`config.mk`:
```
export PLATFORM = sky130hd
export DESIGN_NAME = host_byte_port
export DESIGN_NICKNAME = d
export VERILOG_FILES = /design/src/rtl/host_port_pkg.sv /design/src/rtl/host_byte_port.sv /design/src/rtl/pin_sync.sv
export SDC_FILE = /design/constraint.sdc
export NUM_CORES = 1
export LEC_CHECK = 0
export BUFFER_PORTS_ARGS = -buffer_cell sky130_fd_sc_hd__buf_2
export CORE_AREA = 2 2 73 75
export DETAILED_ROUTE_END_ITERATION = 8
export DIE_AREA = 0 0 75 77
export PLACE_DENSITY_LB_ADDON = 0.3
export SLEW_MARGIN = 20
export SYNTH_ARGS = -nofsm -noshare
export SYNTH_HDL_FRONTEND = slang
export SYNTH_SLANG_ARGS = --single-unit
```
`constraint.sdc`:
```
create_clock -name ref_clk -period 3.2 [get_ports ref_clk]
set_input_delay 0.8 -clock ref_clk [delete_from_list [all_inputs] [get_ports ref_clk]]
set_output_delay 0.8 -clock ref_clk [all_outputs]
set_load 0.05 [all_outputs]
```
`src/rtl/host_port_pkg.sv`:
```
// Constants and carrier types for the host byte port.
// Assumes a single master clock domain on the device side.
package host_port_pkg;

    // Master clock period and its tie to the crystal
    localparam int unsigned TCK_NS        = 20;
    localparam int unsigned XTAL_MULT     = 4;
    localparam int unsigned XTAL_NS       = TCK_NS * XTAL_MULT;
    // Least host write spacing, in master periods
    localparam int unsigned WRITE_CYC_TCK = 128;
    localparam int unsigned SPACING_W     = $clog2(WRITE_CYC_TCK + 1);
    localparam logic [SPACING_W-1:0] SPACING_MAX =
        SPACING_W'(WRITE_CYC_TCK);

    // Status byte layout
    localparam int unsigned ST_OUT_EMPTY  = 7;
    localparam int unsigned ST_IN_FULL_N  = 6;
    localparam logic [7:0]  STATUS_RSVD   = 8'h00;

    // Select line values
    localparam logic SEL_DATA   = 1'b0;
    localparam logic SEL_STATUS = 1'b1;

    // Reset values
    localparam logic [7:0] CTRL_RST   = 8'h00;
    localparam logic [7:0] DATA_RST   = 8'h00;

    // Host pins as they arrive, all asynchronous to the master clock
    typedef struct packed {
        logic       cs_n;
        logic       rd_n;
        logic       wr_n;
        logic       port_select;
        logic [7:0] host_byte_bus;
    } host_pins_t;

    localparam int unsigned HOST_PINS_W = $bits(host_pins_t);
    localparam host_pins_t  PINS_IDLE   = '{cs_n: 1'b1, rd_n: 1'b1,
                                            wr_n: 1'b1, port_select: 1'b0,
                                            host_byte_bus: 8'h00};

endpackage

```
`src/rtl/host_byte_port.sv`:
```
// Device end of the 8-bit asynchronous host port: data both ways, a
// status byte, a control byte and the host attention line.
// Assumes ref_clk is the master clock and the host keeps its timing.
// How it works
// - Select high with chip select and read low returns the status byte
// - Status bit 7 is 0 while an outbound byte waits; attention then high
// - Host read of data register sets bit 7 and drops attention
// - Status bit 6 is 0 when a new inbound byte can be taken
// - Master clock runs at four times the crystal frequency
// - Host bus and strobes are asynchronous and synchronised before use
// - Select low reaches data registers; high reads status, writes control
// - Attention high while data waits; cleared by a host data read
// - Only cycles with chip select low are answered; strobes active low
`timescale 1ns/1ns
`default_nettype none
module host_byte_port
    import host_port_pkg::*;
(
    input  wire logic       ref_clk,        // master clock, 4x crystal
    input  wire logic       sys_rst,        // synchronous reset, high
    input  wire logic       cs_n,           // host chip select, low
    input  wire logic       rd_n,           // host read strobe, low
    input  wire logic       wr_n,           // host write strobe, low
    input  wire logic       port_select,    // 0 data, 1 status/control
    input  wire logic [7:0] host_byte_in,   // data bus, input side
    output logic      [7:0] host_byte_out,  // data bus, output side
    output logic            host_byte_oe,   // high while driving the bus
    output logic            host_attention, // high while outbound waits
    input  wire logic       tx_load,        // pulse: load outbound byte
    input  wire logic [7:0] tx_byte,        // outbound byte
    output logic            tx_pending,     // outbound byte not yet read
    output logic      [7:0] rx_byte,        // last inbound byte
    output logic            rx_full,        // inbound byte held
    input  wire logic       rx_ack,         // pulse: inbound byte taken
    output logic      [7:0] ctrl_byte,      // last control byte
    output logic            ctrl_strobe,    // pulse: control byte written
    output logic            write_overrun   // sticky: writes too close
);
    host_pins_t raw_pins;
    host_pins_t pins;

    assign raw_pins = '{cs_n: cs_n, rd_n: rd_n, wr_n: wr_n,
                        port_select: port_select,
                        host_byte_bus: host_byte_in};

    // Bus data rides the same two stages as the strobes so it stays aligned
    pin_sync u_sync (
        .ref_clk  (ref_clk),
        .sys_rst  (sys_rst),
        .pins_in  (raw_pins),
        .pins_out (pins)
    );

    // Previous synchronised pins for edge detection
    host_pins_t           prev_q;
    logic [7:0]           out_data_q;
    logic [7:0]           out_data_d;
    logic                 out_empty_q;
    logic                 out_empty_d;
    logic                 pend_q;
    logic [7:0]           in_data_q;
    logic [7:0]           in_data_d;
    logic                 in_full_q;
    logic                 in_full_d;
    logic [7:0]           ctrl_q;
    logic [7:0]           ctrl_d;
    logic                 ctrl_stb_q;
    logic [7:0]           rd_data_q;
    logic [7:0]           rd_data_d;
    logic                 oe_q;
    logic                 attn_q;
    logic [SPACING_W-1:0] gap_q;
    logic [SPACING_W-1:0] gap_d;
    logic                 overrun_q;
    logic                 overrun_d;
    logic [7:0]           wr_latch_q;
    logic [7:0]           wr_latch_d;

    // A host cycle is live only while chip select and its strobe are low
    function automatic logic strobe_on(input logic sel_n,
                                       input logic stb_n);
        return ~sel_n & ~stb_n;
    endfunction

    // Reads act at their start; writes act at their end, once the data
    // has had the whole strobe to cross the synchroniser.
    wire rd_act    = strobe_on(pins.cs_n, pins.rd_n);
    wire wr_act    = strobe_on(pins.cs_n, pins.wr_n);
    wire rd_was    = strobe_on(prev_q.cs_n, prev_q.rd_n);
    wire wr_was    = strobe_on(prev_q.cs_n, prev_q.wr_n);
    wire rd_start  = rd_act & ~rd_was;
    wire wr_end    = wr_was & ~wr_act;
    wire rd_is_dat = rd_start & (pins.port_select == SEL_DATA);
    wire wr_is_dat = wr_end & (prev_q.port_select == SEL_DATA);
    wire wr_is_ctl = wr_end & (prev_q.port_select == SEL_STATUS);

    wire [7:0] status_byte;
    assign status_byte = STATUS_RSVD
                       | (8'(out_empty_q) << ST_OUT_EMPTY)
                       | (8'(in_full_q) << ST_IN_FULL_N);

    // Read mux: status when select is high, outbound data when low
    assign rd_data_d = (pins.port_select == SEL_STATUS) ?
                       status_byte : out_data_q;

    // Outbound: device load sets pending; host data read clears it.
    // A load in the same cycle as the read wins, so no byte is lost.
    assign out_data_d  = tx_load ? tx_byte : out_data_q;
    assign out_empty_d = tx_load   ? 1'b0 :
                         rd_is_dat ? 1'b1 : out_empty_q;

    // Inbound: host data write fills; device ack frees. Fill wins.
    assign in_data_d = wr_is_dat ? wr_latch_q : in_data_q;
    assign in_full_d = wr_is_dat ? 1'b1 :
                       rx_ack    ? 1'b0 : in_full_q;

    assign ctrl_d = wr_is_ctl ? wr_latch_q : ctrl_q;

    // Track bus data while the write strobe is held low
    assign wr_latch_d = wr_act ? pins.host_byte_bus : wr_latch_q;

    // Write spacing watch: the host owns the spacing, the device only
    // flags a breach since a too-close byte may already be corrupted.
    // Restart at one so writes exactly the minimum apart stay legal
    assign gap_d     = wr_end ? SPACING_W'(1'b1) :
                       (gap_q == SPACING_MAX) ? gap_q : gap_q + 1'b1;
    assign overrun_d = overrun_q | (wr_end & (gap_q < SPACING_MAX));

    // Synchronised pins one cycle back, for strobe edge detection
    always_ff @(posedge ref_clk) begin
        if (sys_rst) begin
            prev_q <= PINS_IDLE;
        end else begin
            prev_q <= pins;
        end
    end

    // Outbound byte; pending has its own flop so the output is registered
    always_ff @(posedge ref_clk) begin
        if (sys_rst) begin
            out_data_q  <= DATA_RST;
            out_empty_q <= 1'b1;
            pend_q      <= 1'b0;
        end else begin
            out_data_q  <= out_data_d;
            out_empty_q <= out_empty_d;
            pend_q      <= ~out_empty_d;
        end
    end

    // Inbound holding register and its full flag
    always_ff @(posedge ref_clk) begin
        if (sys_rst) begin
            in_data_q <= DATA_RST;
            in_full_q <= 1'b0;
        end else begin
            in_data_q <= in_data_d;
            in_full_q <= in_full_d;
        end
    end

    // Control byte and its one-cycle strobe
    always_ff @(posedge ref_clk) begin
        if (sys_rst) begin
            ctrl_q     <= CTRL_RST;
            ctrl_stb_q <= 1'b0;
        end else begin
            ctrl_q     <= ctrl_d;
            ctrl_stb_q <= wr_is_ctl;
        end
    end

    // Write capture and spacing watch
    always_ff @(posedge ref_clk) begin
        if (sys_rst) begin
            wr_latch_q <= DATA_RST;
            gap_q      <= SPACING_MAX;
            overrun_q  <= 1'b0;
        end else begin
            wr_latch_q <= wr_latch_d;
            gap_q      <= gap_d;
            overrun_q  <= overrun_d;
        end
    end

    // Bus drive: data is frozen at the start of the read so a clear of
    // the outbound flag during the strobe cannot change the byte seen.
    always_ff @(posedge ref_clk) begin
        if (sys_rst) begin
            rd_data_q <= DATA_RST;
        end else if (rd_start) begin
            rd_data_q <= rd_data_d;
        end
    end

    // Attention follows the next value so it rises together with pending
    always_ff @(posedge ref_clk) begin
        if (sys_rst) begin
            oe_q   <= 1'b0;
            attn_q <= 1'b0;
        end else begin
            oe_q   <= rd_act;
            attn_q <= ~out_empty_d;
        end
    end

    assign host_byte_out  = rd_data_q;
    assign host_byte_oe   = oe_q;
    assign host_attention = attn_q;
    assign tx_pending     = pend_q;
    assign rx_byte        = in_data_q;
    assign rx_full        = in_full_q;
    assign ctrl_byte      = ctrl_q;
    assign ctrl_strobe    = ctrl_stb_q;
    assign write_overrun  = overrun_q;

    // Master period is a quarter of the crystal period; the clock comes
    // from outside, so this only ties the constants together.
    localparam int unsigned XTAL_CHECK = XTAL_NS / XTAL_MULT;
endmodule
`default_nettype wire

```
`src/rtl/pin_sync.sv`:
```
// Two-stage synchroniser for a bundle of asynchronous host pins.
// Assumes the pins change no faster than two master periods apart.
`timescale 1ns/1ns
`default_nettype none
module pin_sync
    import host_port_pkg::*;
(
    input  wire logic       ref_clk,  // master clock
    input  wire logic       sys_rst,  // synchronous reset, high
    input  wire host_pins_t pins_in,  // raw pins
    output host_pins_t      pins_out  // synchronised pins
);
    host_pins_t meta_q;
    host_pins_t sync_q;

    // First stage feeds only the second stage
    always_ff @(posedge ref_clk) begin
        if (sys_rst) begin
            meta_q <= PINS_IDLE;
            sync_q <= PINS_IDLE;
        end else begin
            meta_q <= pins_in;
            sync_q <= meta_q;
        end
    end

    assign pins_out = sync_q;
endmodule
`default_nettype wire

```
==> summary.txt <==
STA
  – FMAX: 556 MHz
  – Final hold viol count: 0
  – Slew Viols, Final: 0
  – Fin crit period: 1.80 ns
  – Worst Tran Pin Value: 0.937 ns
  – Final cycle utilization of the critical path: 56.2%
  – Setup_tns: 0 ns
  – Final setup viols: 0
  – RSZ-0062 raised after global routing: no
  – Worst Skew: 0.00690 ns
  – Slew HR: 37.6%

Setup path
  – Critical R2R Launch: u_sync.pins_out[11]$_SDFF_PP1_
  – Critical Path Sink Type: output pin
  – Data required, critical path: 2.40 ns
  – Critical path arrival: 1.00 ns
  – Setup crit start: rx_full$_SDFFE_PP0P_
  – Setup CP Type: flip-flop to output pin
  – Worst Path Buf+Inv: 1
  – Slowest stage cell, crit path: dfxtp_1
  – Worst-path fanout max: 3
  – Largest delay contributor family on the critical path: flip-flops
  – Cell Chain, Critical Path: buf_2
  – Setup crit start kind: flip-flop
  – Worst path max stage delay: 0.37 ns

Logic synthesis
  – Post-synthesis sequential area ratio: 58.8%
  – Total nets after synthesis: 313
  – Synthesized area per cell: 9.73 um2
  – Async SR Flop Fraction: 0%
  – Mapped cell area: 0.00279 mm2
  – Yosys reg bits: 82
  – Synth unique cells: 30
  – Cell taking the most area after synthesis: dfxtp_1
  – Top cells by area, synth: dfxtp_1, mux2i_1, a21oi_1
  – Top_reg_cell synth: dfxtp_1
  – Synth warn: 0
  – Top post-synthesis cells by count: dfxtp_1, nor2_1, nand2_1
  – Yosys top cell area share: 58.8%
  – EDFF count, synth: 0
  – Most common cell in the netlist: dfxtp_1
  – Cells after Synth: 287

Finish
  – Synth-to-layout area growth: 22.0%
  – Share of cells above drive strength 1: 25.1%
  – Post-layout nets: 364
  – Util after Layout: 68.5%
  – Final Non-Filler Cells: 413
  – # diodes: 0

Route
  – Vias: 2,001
  – Routed wire per std cell: 12.0 um
  – Final WL: 4960 um
  – DRT Pass-1 Iters: 7
  – Remaining DRCs: 0
  – Antenna Violating Nets Remaining: 0
  – DR vias/cell: 4.85
  – Starting DRT DRC Count: 133

Place
  – Dpl cells: 397
  – Gpl congestion: 0.761
  – Port-buffer cells: 53
  – DP HPWL: 3290 um

Clock tree
  – CTS Buf Count: 9
  – # hold bufs at CTS: 0
  – CTS tree: yes
  – H-Tree Depth: 3
  – Clock transition at path regs: 0.08 ns
  – CTS sink cnt: 82
  – Clk buf depth: 2
  – Post_cts resized: 0
  – Setup Fix Bufs, Post-CTS: 0
  – Root buffer cell: clkbuf_8
  – Clock Latency Late Sink: 0.34 ns

GRT
  – Gr ovfl total: 0
  – Total GRT Usage: 18.5%
  – First-pass GRT wire length: 8230 um
  – Vias in the first global route: 1,842
  – Initial antenna violation count: 0
  – Largest net degree at the start of global routing: 61

Floorplanning
  – Chip Height: 77 um
  – Core Box Area: 0.00498 mm2
  – Die Span X: 75 um
  – Initial Util: 56.1%
  – Row cnt: 26
  – Total I/O pin count: 54
  – Die ar.: 0.00578 mm2

Power
  – Comb power frac: 4.0%
  – Internal power: 1.84 mW
  – Max VDD drop: 0.000365 V
  – Sw Ratio: 18.7%
  – Sw Pwr: 0.424 mW
  – Reg power frac: 46.9%
  – Power Dens Cells: 665 mW/mm2
  – Clock power share: 49.2%
  – Lkg Pwr: 1.38 nW

Worst hold path
  – Start point of the worst hold path: u_sync.meta_q[10]$_SDFF_PP1_
  – Hold Crit Class: flip-flop to flip-flop

Status
  – Outcome: complete, no violations

Run
  – Maxcap violations: 0
## logic make-up (layout without fill, tap and decap cells)
family | after synthesis | count (layout) | share of synthesized area, %
AOI/OAI and AO/OA | 30 | 30 | 5.64
xor gates and xnor gates | 7 | 7 | 2.19
adders and majority gates | 2 | 2 | 0.896
buffers and inverters | 23 | 79 | 3.81
DFF | 82 | 82 | 58.8
muxes | 19 | 19 | 6.81
and+or+nand+nor | 124 | 124 | 21.9
## power by group through the flow
stage | Combinational, mW | Clock (mW) | Sequential (mW)
after floorplan | 0.0646 | 0 | 1.09
after global placement | 0.0881 | 0 | 1.09
after detailed placement | 0.0902 | 0 | 1.09
after CTS | 0.0908 | 1.13 | 1.06
after global routing | 0.100 | 1.17 | 1.07
final | 0.0900 | 1.11 | 1.06
## worst paths after layout
path | endpoint | slack, ns | cells after the start
worst max register to register | rx_byte[2]$_SDFFE_PP0P_ | 1.75 | 5
worst min register to register | u_sync.pins_out[10]$_SDFF_PP1_ | 0.41 | 1
worst min-delay path | u_sync.pins_out[10]$_SDFF_PP1_ | 0.41 | 1
worst max-delay path | rx_full | 1.40 | 1
## sequential cells by signal, indices dropped and copies added, names as in the netlist
name,count
ctrl_byte,8
ctrl_strobe,1
gap_q,8
host_attention,1
host_byte_oe,1
host_byte_out,8
out_data_q,8
out_empty_q,1
prev_q,4
rx_byte,8
rx_full,1
u_sync.meta_q,12
u_sync.pins_out,12
wr_latch_q,8
write_overrun,1
## through the flow
stage	power [mW]	hold WS [ns]	cell area [um2]	setup slack, ns
after floorplan	1.15	0.389	2790	1.51
after global placement	1.17	0.393	3100	1.10
after detailed placement	1.18	0.397	3100	1.08
after CTS	2.28	0.415	3410	1.39
after global routing	2.34	0.420	3410	1.32
final	2.27	0.412	3410	1.40
## cells in the final DEF, fill, tap and decap left out, drive strengths merged, types with 7 or more instances in the layout
cell type and instances:
dfxtp 82, buf 56, nor2 35, nand2 32, a21oi 27, mux2i 19, nor2b 19, nand3 13
or2 11, clkbuf 9, inv 7
## per-layer routing
layer | up-vias | wire, um | global-route usage [%]
li1 | 1034 | - | -
met1 | 911 | 2360 | 24.2
met2 | 52 | 2330 | 28.0
met3 | 4 | 227 | 5.91
met4 | 0 | 36 | 7.68
met5 | - | 0 | 0
## layout make-up
class                           count  area (um2)
Tap cell                           70        87.6
Timing Repair Buffer               56         288
Sequential cell                    82        1640
Inverter                            7        26.3
Clock buffer                        9         124
Multi-Input combinational cell    182        1050
Clock inverter                      7         189
Fill cell                         414        1570
Note: power is estimated with default switching activity, not from simulation.
